File: config.mk
export PLATFORM = sky130hd
export DESIGN_NAME = cds_core_decode
export DESIGN_NICKNAME = d
export VERILOG_FILES = /design/src/hw/cds_pkg.sv /design/src/hw/cds_core_decode.sv
export VERILOG_INCLUDE_DIRS = /design/src /design/src/hw
export SDC_FILE = /design/constraint.sdc
export NUM_CORES = 1
export LEC_CHECK = 0
export ABC_AREA = 1
export BUFFER_PORTS_ARGS = -buffer_cell sky130_fd_sc_hd__buf_4
export CAP_MARGIN = 25
export CORE_UTILIZATION = 45
export CTS_CLUSTER_SIZE = 12
export DETAILED_ROUTE_END_ITERATION = 7
export GPL_TIMING_DRIVEN = 0
export PLACE_DENSITY = 0.81
export SYNTH_ARGS = -nofsm -noshare
export SYNTH_HDL_FRONTEND = slang
export SYNTH_SLANG_ARGS = --single-unit
File: constraint.sdc
create_clock -name ref_clk_in -period 1.4 [get_ports ref_clk_in]
set_input_delay 0.07 -clock ref_clk_in [delete_from_list [all_inputs] [get_ports ref_clk_in]]
set_output_delay 0.07 -clock ref_clk_in [all_outputs]
set_load 0.02 [all_outputs]
File: src/hw/cds_params.svh
// Constants for the instruction decode and standby control block
`ifndef CDS_PARAMS_SVH
`define CDS_PARAMS_SVH
`define CDS_INSN_W        14
`define CDS_PHASES        4
`define CDS_OST_TOSC      1024
`define CDS_OST_CYCLES    (`CDS_OST_TOSC)
`define CDS_IRQ_VECTOR    13'h0004
`define CDS_SLEEP_WORD    14'h0063
`define CDS_CLRWDT_WORD   14'h0064
`define CDS_RETFIE_WORD   14'h0009
`define CDS_RETURN_WORD   14'h0008
`define CDS_NOP_MASK      14'h3F9F
`define CDS_F_MSB         6
`define CDS_D_POS         7
`define CDS_B_LSB         7
`define CDS_FLAG_RESET    1'b1
`endif

File: src/hw/cds_pkg.sv
// Types shared by the decode and standby block
package cds_pkg;
  typedef enum logic [1:0] {
    CDS_CLASS_BYTE,
    CDS_CLASS_BIT,
    CDS_CLASS_JUMP,
    CDS_CLASS_LIT
  } cds_class_type;
  typedef enum logic [1:0] {
    CDS_OSC_LP,
    CDS_OSC_XT,
    CDS_OSC_HS,
    CDS_OSC_RC
  } cds_osc_type;
endpackage : cds_pkg

File: src/hw/cds_core_decode.sv
// Instruction splitting, cycle timing and standby/wake control of the core
`timescale 1ns/1ps
`default_nettype none
`include "cds_params.svh"
module cds_core_decode (
  input  wire logic                  ref_clk_in,
  input  wire logic                  reset_n_in,
  input  wire logic [13:0]           insn_word_in,
  input  wire logic                  branch_taken_in,
  input  wire logic                  irq_pending_in,
  input  wire logic                  global_irq_enable_in,
  input  wire cds_pkg::cds_osc_type  osc_mode_in,
  output logic [1:0]                 phase_out,
  output logic                       insn_fetch_out,
  output cds_pkg::cds_class_type     insn_class_out,
  output logic [5:0]                 opcode_out,
  output logic [6:0]                 file_addr_out,
  output logic                       dest_file_out,
  output logic [2:0]                 bit_sel_out,
  output logic [7:0]                 literal8_out,
  output logic [10:0]                literal11_out,
  output logic                       exec_nop_out,
  output logic                       sleep_active_out,
  output logic                       osc_drive_on_out,
  output logic                       watchdog_counter_clear_out,
  output logic                       timeout_flag_n_out,
  output logic                       powerdown_flag_n_out,
  output logic                       vector_irq_out,
  output logic [12:0]                vector_addr_out
);
  import cds_pkg::*;

  // ----------------------------------------------------------------
  // Field decode
  // ----------------------------------------------------------------
  function automatic cds_class_type class_of(input logic [13:0] w);
    case (w[13:12])
      2'h0:    class_of = CDS_CLASS_BYTE;
      2'h1:    class_of = CDS_CLASS_BIT;
      2'h2:    class_of = CDS_CLASS_JUMP;
      default: class_of = CDS_CLASS_LIT;
    endcase
  endfunction : class_of

  // Don't-care bits (e.g. no-op bits 6:5) are masked before compare
  function automatic logic is_word(input logic [13:0] w, input logic [13:0] ref_w);
    is_word = ((w & `CDS_NOP_MASK) == (ref_w & `CDS_NOP_MASK));
  endfunction : is_word

  cds_class_type next_class;
  wire logic [6:0]  next_file  = insn_word_in[`CDS_F_MSB:0];
  wire logic        next_dest  = insn_word_in[`CDS_D_POS];
  wire logic [2:0]  next_bit   = insn_word_in[`CDS_B_LSB+2:`CDS_B_LSB];
  wire logic [7:0]  next_lit8  = insn_word_in[7:0];
  wire logic [10:0] next_lit11 = insn_word_in[10:0];
  wire logic [5:0]  next_op    = insn_word_in[13:8];
  wire logic        is_sleep   = is_word(insn_word_in, `CDS_SLEEP_WORD);
  wire logic        is_clrwdt  = is_word(insn_word_in, `CDS_CLRWDT_WORD);
  wire logic        is_ret     = is_word(insn_word_in, `CDS_RETURN_WORD) |
                                 is_word(insn_word_in, `CDS_RETFIE_WORD);
  wire logic        is_two     = (next_class == CDS_CLASS_JUMP) | is_ret |
                                 (insn_word_in[13:10] == 4'hD);
  assign next_class = class_of(insn_word_in);

  // ----------------------------------------------------------------
  // Phase and state control
  // ----------------------------------------------------------------
  typedef enum logic [1:0] {
    CDS_ST_RUN,
    CDS_ST_SLEEP,
    CDS_ST_OST
  } cds_state_type;

  cds_state_type state;
  logic [10:0]   ost_count;
  logic          stall_nop;
  logic          wake_vector_pend;

  wire logic cycle_end  = (phase_out == 2'h3);
  wire logic running    = (state == CDS_ST_RUN);
  wire logic issue      = running & cycle_end;
  wire logic need_ost   = (osc_mode_in != CDS_OSC_RC);
  // Sleep is skipped when a wake source is already pending
  wire logic sleep_go   = issue & !stall_nop & is_sleep & !irq_pending_in;
  wire logic wake       = (state == CDS_ST_SLEEP) & irq_pending_in;
  wire logic ost_done   = (ost_count == 11'(`CDS_OST_CYCLES - 1));

  always_ff @(posedge ref_clk_in or negedge reset_n_in) begin
    if (!reset_n_in) begin
      state     <= CDS_ST_RUN;
      ost_count <= 11'h000;
    end else begin
      case (state)
        CDS_ST_RUN:   if (sleep_go) state <= CDS_ST_SLEEP;
        CDS_ST_SLEEP: if (wake) state <= need_ost ? CDS_ST_OST : CDS_ST_RUN;
        CDS_ST_OST:   if (ost_done) state <= CDS_ST_RUN;
        default:      state <= CDS_ST_RUN;
      endcase
      ost_count <= (state == CDS_ST_OST) ? ost_count + 11'h001 : 11'h000;
    end
  end

  // Phase is frozen outside run and restarts at the first phase on wake
  always_ff @(posedge ref_clk_in or negedge reset_n_in) begin
    if (!reset_n_in) phase_out <= 2'h0;
    else if (!running) phase_out <= 2'h0;
    else phase_out <= phase_out + 2'h1;
  end

  // ----------------------------------------------------------------
  // Latched instruction fields
  // ----------------------------------------------------------------
  always_ff @(posedge ref_clk_in or negedge reset_n_in) begin
    if (!reset_n_in) begin
      insn_class_out <= CDS_CLASS_BYTE;
      opcode_out     <= 6'h00;
      file_addr_out  <= 7'h00;
      dest_file_out  <= 1'b0;
      bit_sel_out    <= 3'h0;
      literal8_out   <= 8'h00;
      literal11_out  <= 11'h000;
      exec_nop_out   <= 1'b0;
      stall_nop      <= 1'b0;
      insn_fetch_out <= 1'b0;
    end else begin
      insn_fetch_out <= issue;
      if (issue) begin
        insn_class_out <= next_class;
        opcode_out     <= next_op;
        file_addr_out  <= next_file;
        dest_file_out  <= next_dest;
        bit_sel_out    <= next_bit;
        literal8_out   <= next_lit8;
        literal11_out  <= next_lit11;
        exec_nop_out   <= stall_nop;
        // A taken skip or a flow change flushes the next fetch
        stall_nop      <= !stall_nop & (is_two | branch_taken_in);
      end
    end
  end

  // ----------------------------------------------------------------
  // Standby flags, watchdog clear and wake vectoring
  // ----------------------------------------------------------------
  always_ff @(posedge ref_clk_in or negedge reset_n_in) begin
    if (!reset_n_in) begin
      timeout_flag_n_out         <= `CDS_FLAG_RESET;
      powerdown_flag_n_out       <= `CDS_FLAG_RESET;
      watchdog_counter_clear_out <= 1'b0;
      sleep_active_out           <= 1'b0;
      osc_drive_on_out           <= 1'b1;
      wake_vector_pend           <= 1'b0;
      vector_irq_out             <= 1'b0;
      vector_addr_out            <= 13'h0000;
    end else begin
      watchdog_counter_clear_out <= sleep_go | (issue & !stall_nop & is_clrwdt);
      if (sleep_go | (issue & !stall_nop & is_clrwdt)) begin
        timeout_flag_n_out   <= 1'b1;
        powerdown_flag_n_out <= !sleep_go;
      end
      sleep_active_out <= (state == CDS_ST_SLEEP) ? !wake : sleep_go;
      osc_drive_on_out <= (state == CDS_ST_SLEEP) ? wake : !sleep_go;
      if (wake) wake_vector_pend <= global_irq_enable_in;
      else if (issue && wake_vector_pend) wake_vector_pend <= 1'b0;
      // Vector only after the prefetched word has been issued
      vector_irq_out  <= issue & wake_vector_pend;
      vector_addr_out <= `CDS_IRQ_VECTOR;
    end
  end

  // ----------------------------------------------------------------
  // Checks
  // ----------------------------------------------------------------
  a_phase_wraps: assert property (@(posedge ref_clk_in) disable iff (!reset_n_in)
    running && phase_out == 2'h3 |=> phase_out == 2'h0 || !running) else $error("phase wrap wrong");
  a_sleep_flags: assert property (@(posedge ref_clk_in) disable iff (!reset_n_in)
    sleep_go |=> !powerdown_flag_n_out && timeout_flag_n_out && watchdog_counter_clear_out)
    else $error("standby flags wrong");
  a_pending_nop: assert property (@(posedge ref_clk_in) disable iff (!reset_n_in)
    issue && is_sleep && irq_pending_in |=> $stable(powerdown_flag_n_out) && state == CDS_ST_RUN)
    else $error("standby not skipped");
  a_wake_rc: assert property (@(posedge ref_clk_in) disable iff (!reset_n_in)
    wake && !need_ost |=> state == CDS_ST_RUN && phase_out == 2'h0) else $error("rc wake slow");
  a_wake_ost: assert property (@(posedge ref_clk_in) disable iff (!reset_n_in)
    wake && need_ost |=> state == CDS_ST_OST [*8]) else $error("start-up delay cut");
  a_skip_nop: assert property (@(posedge ref_clk_in) disable iff (!reset_n_in)
    issue && !stall_nop && is_two |-> ##4 issue ##1 exec_nop_out) else $error("no second cycle");
  a_wake_flags: assert property (@(posedge ref_clk_in) disable iff (!reset_n_in)
    state == CDS_ST_SLEEP |-> !powerdown_flag_n_out && timeout_flag_n_out) else $error("sleep flags");
  a_osc_off: assert property (@(posedge ref_clk_in) disable iff (!reset_n_in)
    state == CDS_ST_SLEEP && !$past(wake) |-> !osc_drive_on_out) else $error("osc on in standby");
  a_fetch_pulse: assert property (@(posedge ref_clk_in) disable iff (!reset_n_in)
    issue |=> insn_fetch_out ##1 !insn_fetch_out) else $error("fetch pulse wrong");
  a_nop_single: assert property (@(posedge ref_clk_in) disable iff (!reset_n_in)
    issue && stall_nop |=> exec_nop_out && !stall_nop) else $error("no-op repeated");
  a_wake_vector: assert property (@(posedge ref_clk_in) disable iff (!reset_n_in)
    wake |=> wake_vector_pend == $past(global_irq_enable_in)) else $error("vector intent lost");

  // ----------------------------------------------------------------
  // Cover points
  // ----------------------------------------------------------------
  c_sleep: cover property (@(posedge ref_clk_in) sleep_go);
  c_wake_vec: cover property (@(posedge ref_clk_in) vector_irq_out);
  c_pending: cover property (@(posedge ref_clk_in) issue && is_sleep && irq_pending_in);
  c_ost_done: cover property (@(posedge ref_clk_in) state == CDS_ST_OST && ost_done);
endmodule : cds_core_decode
`default_nettype wire

Yosys cells after proc, flatten, opt, wreduce, memory -nomap -nowiden

Cells that the tools add are included.

Latch bits: 0
Memories kept: 0
Logic and storage cells: 72
Register bits: 63
Memory bits (writable): 0
Bits in read-only memories: 0

Add/sub/neg operators: 2
Equality and inequality tests: 16
Mux-type cells: 12
Divide/modulo/power cells: 0
Multiply operators: 0
Shift-type cells: 0
Reduce and logical (&&, ||, !) cells: 9
$lt $le $gt $ge: 0
Bitwise gates (word level): 13

Operators with widths:

| cell                                                                    | count |
|---|---|
| 12-bit by 4-bit equality test with 1-bit output, second input constant  | 2 |
| 12-bit by 2-bit equality test with 1-bit output, second input constant  | 1 |
| 12-bit by 3-bit equality test with 1-bit output, second input constant  | 1 |
| 2-bit case mux with 3 select lines                                      | 2 |
| 11-bit by 1-bit adder with 11-bit output, second input constant         | 1 |
| 11-bit by 10-bit equality test with 1-bit output, second input constant | 1 |
| 11-bit two-way mux                                                      | 1 |
| 2-bit two-way mux                                                       | 5 |
| 1-bit AND                                                               | 8 |
| 2-bit equality test, second input constant                              | 4 |
| 2-bit inequality test, second input constant                            | 3 |
| 1-bit OR                                                                | 5 |
| 2-bit by 1-bit equality test with 1-bit output, second input constant   | 2 |
| 4-bit equality test, second input constant                              | 1 |
| 1-bit zero test                                                         | 4 |
| 2-bit zero test                                                         | 2 |
| 1-bit two-way mux                                                       | 4 |
| 3-bit AND reduction                                                     | 1 |
| 2-bit by 1-bit adder with 2-bit output, second input constant           | 1 |
| 2-bit by 1-bit inequality test with 1-bit output, second input constant | 1 |
| 2-bit nonzero test                                                      | 1 |
| 1-bit logical AND                                                       | 1 |

Logic depth before layout (Yosys ltp)

Gate-level depths: netlist of the first run.

Depth in word-level cells: 7
Mapped depth: 8
Gate-level depth less buffers: 8

Worst setup path after synthesis of the first run

No wires, ideal clock.

Kind: register -> register
From: reg phase_out[0]
To: reg insn_class_out[1]
Path buffers: 1
Arrival time: 1.096 ns
Setup time: 0.118 ns
Required time: 1.282 ns
Stages on the path, launching flop included: 7
Clock period less this slack: 1.214 ns
Setup slack: 0.186 ns
Cell sequence: dfrtp_1 -> ha_1 -> nand2_2 -> inv_2 -> buf_6 -> nand2_1 -> nand2_1

Longest elaborated chain between the ends: 2

RTL lines:

| item                     | RTL line               | source |
|---|---|---|
| start: declaration       | cds_core_decode.sv:13  | `output logic [1:0] phase_out,` |
| start signal: assignment | cds_core_decode.sv:107 | `else phase_out <= phase_out + 2'h1;` |
| 2-bit equality test      | cds_core_decode.sv:79  | `wire logic cycle_end = (phase_out == 2'h3);` |
| 1-bit AND                | cds_core_decode.sv:81  | `wire logic issue = running & cycle_end;` |
| named net issue          | cds_core_decode.sv:81  |  |
| end signal: assignment   | cds_core_decode.sv:128 | `insn_class_out <= next_class;` |
| end: declaration         | cds_core_decode.sv:15  | `output cds_pkg::cds_class_type insn_class_out,` |

The timed path passes the listed nets, and every way through them passes these cells.
A chain may end at the register's enable or synchronous reset.

Worst setup path in the final report of the first run

From: reg ost_count[0]
To: reg state[1]

Longest elaborated chain between the ends: 3

RTL lines:

| item                                             | RTL line              | source |
|---|---|---|
| start: declaration                               | cds_core_decode.sv:75 | `logic [10:0] ost_count;` |
| start signal: assignment                         | cds_core_decode.sv:99 | `ost_count <= (state == CDS_ST_OST) ? ost_count + 11'h001 : 11'h000;` |
| 11-bit by 10-bit equality test with 1-bit output | cds_core_decode.sv:86 | `` wire logic ost_done = (ost_count == 11'(`CDS_OST_CYCLES - 1)); `` |
| 2-bit inequality test (no line)                  | n/a                   |  |
| 3-bit AND reduction (no line)                    | n/a                   |  |
| end signal: assignment                           | cds_core_decode.sv:95 | `CDS_ST_SLEEP: if (wake) state <= need_ost ? CDS_ST_OST : CDS_ST_RUN;` |
| end: declaration                                 | cds_core_decode.sv:74 | `cds_state_type state;` |

No other way between the ends.

==> flow_metrics.env, run 1 <==
export IMPL_status="completed"
export IMPL_power_leakage_nw=1.58
export IMPL_place_area_um2=2660
export IMPL_swShare=0.387
export IMPL_cp_max_fo=3
export IMPL_r2r_start="ost_count[0]$_DFF_PN0_"
export IMPL_insertion_delay_ns=0.29
export IMPL_gr_usage_all_layers=0.184
export IMPL_die_area_um2=4810
export IMPL_start_util=0.469
export IMPL_crit_chain="ha_2, nand3_1, nor2_2, nand3_1, a21oi_1, nor2_1"
export IMPL_diodes=0
export IMPL_rows=24
export IMPL_clk_pin_slew_ns=0.07
export IMPL_r2r_end="state[1]$_DFFE_PN0P_"
export IMPL_rsz0062_at_grt="no"
export IMPL_seqPwrFrac=0.326
export IMPL_final_layout_size_suffix_gt1_frac=0.386
export IMPL_finalCritPeriodShare=0.951
export IMPL_finalMaxSlewViolations=0
export IMPL_die_y_um=69.3
export IMPL_grt_pass1_vias=1592
export IMPL_synth_seq_cells=41
export IMPL_ant_nets=0
export IMPL_setup_ws_ns=0.0682
export IMPL_dp_worst_setup_slack_ns=0.0915
export IMPL_power_switching_mw=2.02
export IMPL_total_power_mw=5.23
export IMPL_htreeDepth=2
export IMPL_period_minus_slack_ns=1.33
export IMPL_synth_area_um2=2040
export IMPL_finish_utilization=0.658
export IMPL_globalplace_congestion=0.880
export IMPL_synth_ff_type="dfrtp_1"
export IMPL_cp_num_buf_inv=0
export IMPL_seq_area_frac_synth=0.504
export IMPL_mostFrequentLayoutCell="buf_4"
export IMPL_path_class="register to register"
export IMPL_io_buffers=68
export IMPL_drtPass1Iterations=4
export IMPL_p_clk_frac=0.148
export IMPL_core_area_um2=4350
export IMPL_worstPathArrival_ns=1.51
export IMPL_grt_pass1_wl_um=7070
export IMPL_tritoncts="built"
export IMPL_max_stage_delay_ns=0.38
export IMPL_crit_required_ns=1.57
export IMPL_vias=1697
export IMPL_fin_area_um2=2870
export IMPL_peakVddDrop_v=0.000912
export IMPL_async_flop_share=1.00
export IMPL_end_kind="register"
export IMPL_antenna_found_initial=0
export IMPL_cts_buffers=5
export IMPL_worst_hold_slack_ns=0.00263
export IMPL_startpoint="ost_count[0]$_DFF_PN0_"
export IMPL_path_delay_family="simple AND/OR/NAND/NOR gates"
export IMPL_dp_hpwl_um=3140
export IMPL_cell_internal_pwr_mw=3.21
export IMPL_synth_edf_count=0
export IMPL_clock_root_buffer="clkbuf_8"
export IMPL_cp_endpoint="state[1]$_DFFE_PN0P_"
export IMPL_ios=82
export IMPL_hold_viol=0
export IMPL_nFillCells=351
export IMPL_ys_types=24
export IMPL_timing_fmax_ghz=0.751
export IMPL_cts_sinks=41
export IMPL_hold_path_class="input pin to register"
export IMPL_totalWireLength_um=4180
export IMPL_r2r_slack_ns=0.07
export IMPL_syn_inst=237
export IMPL_yosys_warnings=0
export IMPL_powerDensity_nw_per_um2=1820
export IMPL_max_cap_violations=0
export IMPL_drc=0
export IMPL_grt_ovfl_total=0
export IMPL_fin_nets=359
export IMPL_cp_slowest_cell="dfrtp_1"
export IMPL_placedCellCount=369
export IMPL_rr_worst_depth=6
export IMPL_worst_path_stages=6
export IMPL_power_frac_comb=0.526
export IMPL_worst_setup_path_start_kind="register"
export IMPL_finalSetupViolCount=0
export IMPL_tns_ns=0
export IMPL_finClkSkew_ns=0.00908
export IMPL_cts_buffer_depth=2
export IMPL_die_w_um=69.3
export IMPL_cp_common_cell="nand3_1"
export IMPL_avgViaCountPerCell=4.36
export IMPL_drt_first_iter_violations=100
export IMPL_final_cell_mix="buf_4 (108), nand2_1 (57), dfrtp_1 (39), nor2_1 (27), inv_1 (25)"
export IMPL_grt_max_degree=42
export IMPL_layout_cells_non_filler=389
export IMPL_syn_to_final_growth_pct=40.5
export IMPL_postSynthAreaPerCell_um2=8.61
export IMPL_wl_per_cell_um=10.7
-- power groups by stage --
stage               registers [mW]  clock network (mW)  logic [mW]
floorplan                     2.03                   0        1.33
global placement              1.71                   0        2.70
detailed placement            1.73                   0        2.74
CTS                           1.71               0.797        2.76
global route                  1.75               0.843        2.92
finish                        1.71               0.775        2.75
-- cells in the mapped netlist (3+ instances only) --
cell type  number  area [um^2]
nand3_1         7         35.0
nor2_1         27          101
a21oi_1         9         45.0
nor2_4          3         33.8
buf_4          37          278
inv_1          25         93.8
nor3_1          3         15.0
nand2_1        57          214
dfrtp_1        39          976
o21ai_0         4         20.0
o21ai_1         5         25.0
nor2_2          3         18.8
-- final cells by class --
class	instances	area [um^2]	share of cell area
repair buffers	80	623	0.217
well taps	52	65.1	0.0227
plain buffers	38	289	0.101
clock buffers	8	90.1	0.0314
inverters	26	97.6	0.0340
flip-flops and latches	41	1030	0.359
multi-input cells	144	673	0.235
-- how the worst min path moves through the flow --
stage | startpoint | end | slack, ns | depth (start not counted)
6_report | global_irq_enable_in | wake_vector_pend$_DFFE_PN0P_ | 0.003 | 3
3_5_place_dp | reset_n_in | literal8_out[6]$_DFFE_PN0N_ | 0.08 | 1
5_1_grt | global_irq_enable_in | wake_vector_pend$_DFFE_PN0P_ | 0.006 | 3
4_1_cts | global_irq_enable_in | wake_vector_pend$_DFFE_PN0P_ | 0.003 | 3
2_1_floorplan | reset_n_in | bit_sel_out[0]$_DFFE_PN0N_ | -0.23 | 0
3_3_place_gp | reset_n_in | literal8_out[6]$_DFFE_PN0N_ | 0.07 | 1
-- worst register-to-register path, stage by stage (launching register included) --
cell     delay, ns
dfrtp_1       0.38
ha_2          0.22
nand3_1       0.14
nor2_2        0.19
nand3_1       0.09
a21oi_1       0.14
nor2_1        0.07
-- repair_timing --
item,in CTS,in global routing
gates resized for setup,0,1
hold buffers,9,0
setup buffers,0,3
endpoints found under the setup margin,0,1
endpoints found under the hold margin,47,0
-- flip-flops by register name, indices dropped and copies added, names as in the netlist --
signal,cells
opcode_out,6
phase_out,2
bit_sel_out,1
wake_vector_pend,1
osc_drive_on_out,1
powerdown_flag_n_out,1
insn_fetch_out,1
state,2
stall_nop,1
watchdog_counter_clear_out,1
vector_addr_out,1
sleep_active_out,1
vector_irq_out,1
literal8_out,1
file_addr_out,6
exec_nop_out,1
ost_count,11
insn_class_out,2
-- kinds of logic after synthesis --
group                      count (synthesis)  share of synthesized area
DFF                                       41                      0.504
other                                      2                    0.00368
adders and majority gates                  2                     0.0123
and+or+nand+nor                          105                      0.224
AOI/OAI and AO/OA                         20                     0.0533
buffers and inverters                     64                      0.189
xor gates and xnor gates                   3                     0.0129
-- per-layer routing --
metal	vias to the layer above	global-route usage	share of wire
met3	7	0.0494	0.045
met5	-	0	0
met1	772	0.237	0.46
met4	0	0.0726	0.020
li1	872	-	-
met2	46	0.294	0.48
Note: power is estimated with default switching activity, not from simulation.
==> run 2, diff against run 1 <==
--- a/config.mk
+++ b/config.mk
@@ -9,11 +9,15 @@
 export ABC_AREA = 1
 export BUFFER_PORTS_ARGS = -buffer_cell sky130_fd_sc_hd__buf_4
 export CAP_MARGIN = 25
-export CORE_UTILIZATION = 45
+export CELL_PAD_IN_SITES_DETAIL_PLACEMENT = 0
+export CELL_PAD_IN_SITES_GLOBAL_PLACEMENT = 1
+export CORE_UTILIZATION = 36
+export CTS_BUF_LIST = sky130_fd_sc_hd__clkbuf_4 sky130_fd_sc_hd__clkbuf_8
 export CTS_CLUSTER_SIZE = 12
 export DETAILED_ROUTE_END_ITERATION = 7
 export GPL_TIMING_DRIVEN = 0
-export PLACE_DENSITY = 0.81
+export PLACE_DENSITY = 0.88
+export SLEW_MARGIN = 0
 export SYNTH_ARGS = -nofsm -noshare
 export SYNTH_HDL_FRONTEND = slang
 export SYNTH_SLANG_ARGS = --single-unit
==> flow_metrics.env, run 2 (same netlist as run 1, synthesis figures left out) <==
export IMPL_timing_slew_headroom=0.661
export IMPL_r2r_start="ost_count[0]$_DFF_PN0_"
export IMPL_fin_area_um2=2890
export IMPL_grt_max_degree=42
export IMPL_core_area_um2=5470
export IMPL_avgViaCountPerCell=4.08
export IMPL_grt_pass1_vias=1542
export IMPL_power_leakage_nw=1.58
export IMPL_finish_utilization=0.528
export IMPL_finalSetupViolCount=0
export IMPL_drc=0
export IMPL_grt_ovfl_total=0
export IMPL_final_cell_mix="buf_4 (107), nand2_1 (57), dfrtp_1 (39), nor2_1 (27), inv_1 (25)"
export IMPL_worst_setup_path_start_kind="register"
export IMPL_tns_ns=0
export IMPL_setup_ws_ns=0.101
export IMPL_powerDensity_nw_per_um2=1830
export IMPL_finClkSkew_ns=0.00373
export IMPL_period_minus_slack_ns=1.30
export IMPL_totalWireLength_um=4270
export IMPL_diodes=0
export IMPL_path_class="register to register"
export IMPL_rsz0062_at_grt="no"
export IMPL_status="completed"
export IMPL_cts_sinks=41
export IMPL_end_kind="register"
export IMPL_hold_path_class="input pin to register"
export IMPL_fin_nets=357
export IMPL_worstHoldStart="insn_word_in[2]"
export IMPL_tritoncts="built"
export IMPL_max_cap_violations=0
export IMPL_start_util=0.373
export IMPL_drtPass1Iterations=4
export IMPL_clk_pin_slew_ns=0.07
export IMPL_die_y_um=77.3
export IMPL_place_area_um2=2690
export IMPL_placedCellCount=389
export IMPL_mostFrequentLayoutCell="buf_4"
export IMPL_insertion_delay_ns=0.28
export IMPL_hold_viol=0
export IMPL_cp_slowest_cell="dfrtp_1"
export IMPL_total_power_mw=5.28
export IMPL_cp_num_buf_inv=0
export IMPL_drt_first_iter_violations=57
export IMPL_htreeDepth=2
export IMPL_die_area_um2=5970
export IMPL_vias=1661
export IMPL_finalCritPeriodShare=0.928
export IMPL_startpoint="ost_count[0]$_DFF_PN0_"
export IMPL_cts_buffers=5
export IMPL_io_buffers=68
export IMPL_worst_pin_slew_ns=0.509
export IMPL_worstPathArrival_ns=1.47
export IMPL_final_layout_size_suffix_gt1_frac=0.394
export IMPL_clock_root_buffer="clkbuf_8"
export IMPL_timing_fmax_ghz=0.770
export IMPL_wl_per_cell_um=10.5
export IMPL_cp_max_fo=3
export IMPL_rows=27
export IMPL_peakVddDrop_v=0.00107
export IMPL_die_w_um=77.3
export IMPL_syn_to_final_growth_pct=41.6
export IMPL_grt_pass1_wl_um=7000
export IMPL_dp_hpwl_um=3230
export IMPL_ios=82
export IMPL_gr_usage_all_layers=0.149
export IMPL_ant_nets=0
export IMPL_crit_required_ns=1.57
export IMPL_finalMaxSlewViolations=0
export IMPL_crit_chain="ha_2, nand3_2, nor2_2, nand3_1, a21oi_1, nor2_1"
export IMPL_antenna_found_initial=0
export IMPL_largest_reg_flops=11
export IMPL_layout_cells_non_filler=407
export IMPL_path_delay_family="simple AND/OR/NAND/NOR gates"
export IMPL_max_stage_delay_ns=0.38
export IMPL_globalplace_congestion=0.752
export IMPL_cts_buffer_depth=2
export IMPL_worst_hold_slack_ns=0.0114
export IMPL_dp_worst_setup_slack_ns=0.0574
export IMPL_reg_largest_list="ost_count (11), file_addr_out (6), opcode_out (6)"
export IMPL_regMostFlops="ost_count"
==> run 2: layout make-up <==
class                   instances  area (um^2)
fillers                       530         2580
flip-flops and latches         41         1030
multi-input cells             144          678
repair buffers                 78          606
plain buffers                  38          289
inverters                      26         97.6
clock buffers                   7         96.3
well taps                      72         90.1
clock inverters                 1         5.00
==> run 2: per-layer routing <==
layer,share of wire,vias to the layer above,track usage
li1,-,863,-
met1,0.45,740,0.181
met2,0.49,54,0.261
met3,0.056,4,0.0238
met4,0.011,0,0.0566
met5,0,-,0
==> run 2: what timing repair did <==
| action | in CTS | in global routing |
|---|---|---|
| setup buffers | 0 | 2 |
| gates resized for setup | 0 | 2 |
| endpoints found under the hold margin | 46 | 0 |
| setup endpoints to repair | 0 | 3 |
| hold buffers | 8 | 0 |
==> run 2: path summary, 6_finish.rpt <==
kind,to,slack (ns),cells after the start
worst max register to register,state[1]$_DFFE_PN0P_,0.10,6
min in group asynchronous,ost_count[6]$_DFF_PN0_,0.30,2
worst min-delay path,file_addr_out[2]$_DFFE_PN0N_,0.01,3
worst max-delay path,state[1]$_DFFE_PN0P_,0.10,6
worst min register to register,phase_out[0]$_DFF_PN0_,0.47,1
max in group asynchronous,powerdown_flag_n_out$_DFFE_PN1P_,0.73,2
==> run 2: tightest hold or removal path: cells and delay by family <==
family | cells | cell delay (ns)
buffers and inverters | 1 | 0.10
and+or+nand+nor | 2 | 0.09
==> run 2: power breakdown <==
group | switching [mW] | leakage, nW | internal (mW)
Sequential | 0.224 | 0.527 | 1.47
Combinational | 1.43 | 1.00 | 1.33
Clock | 0.384 | 0.0542 | 0.446
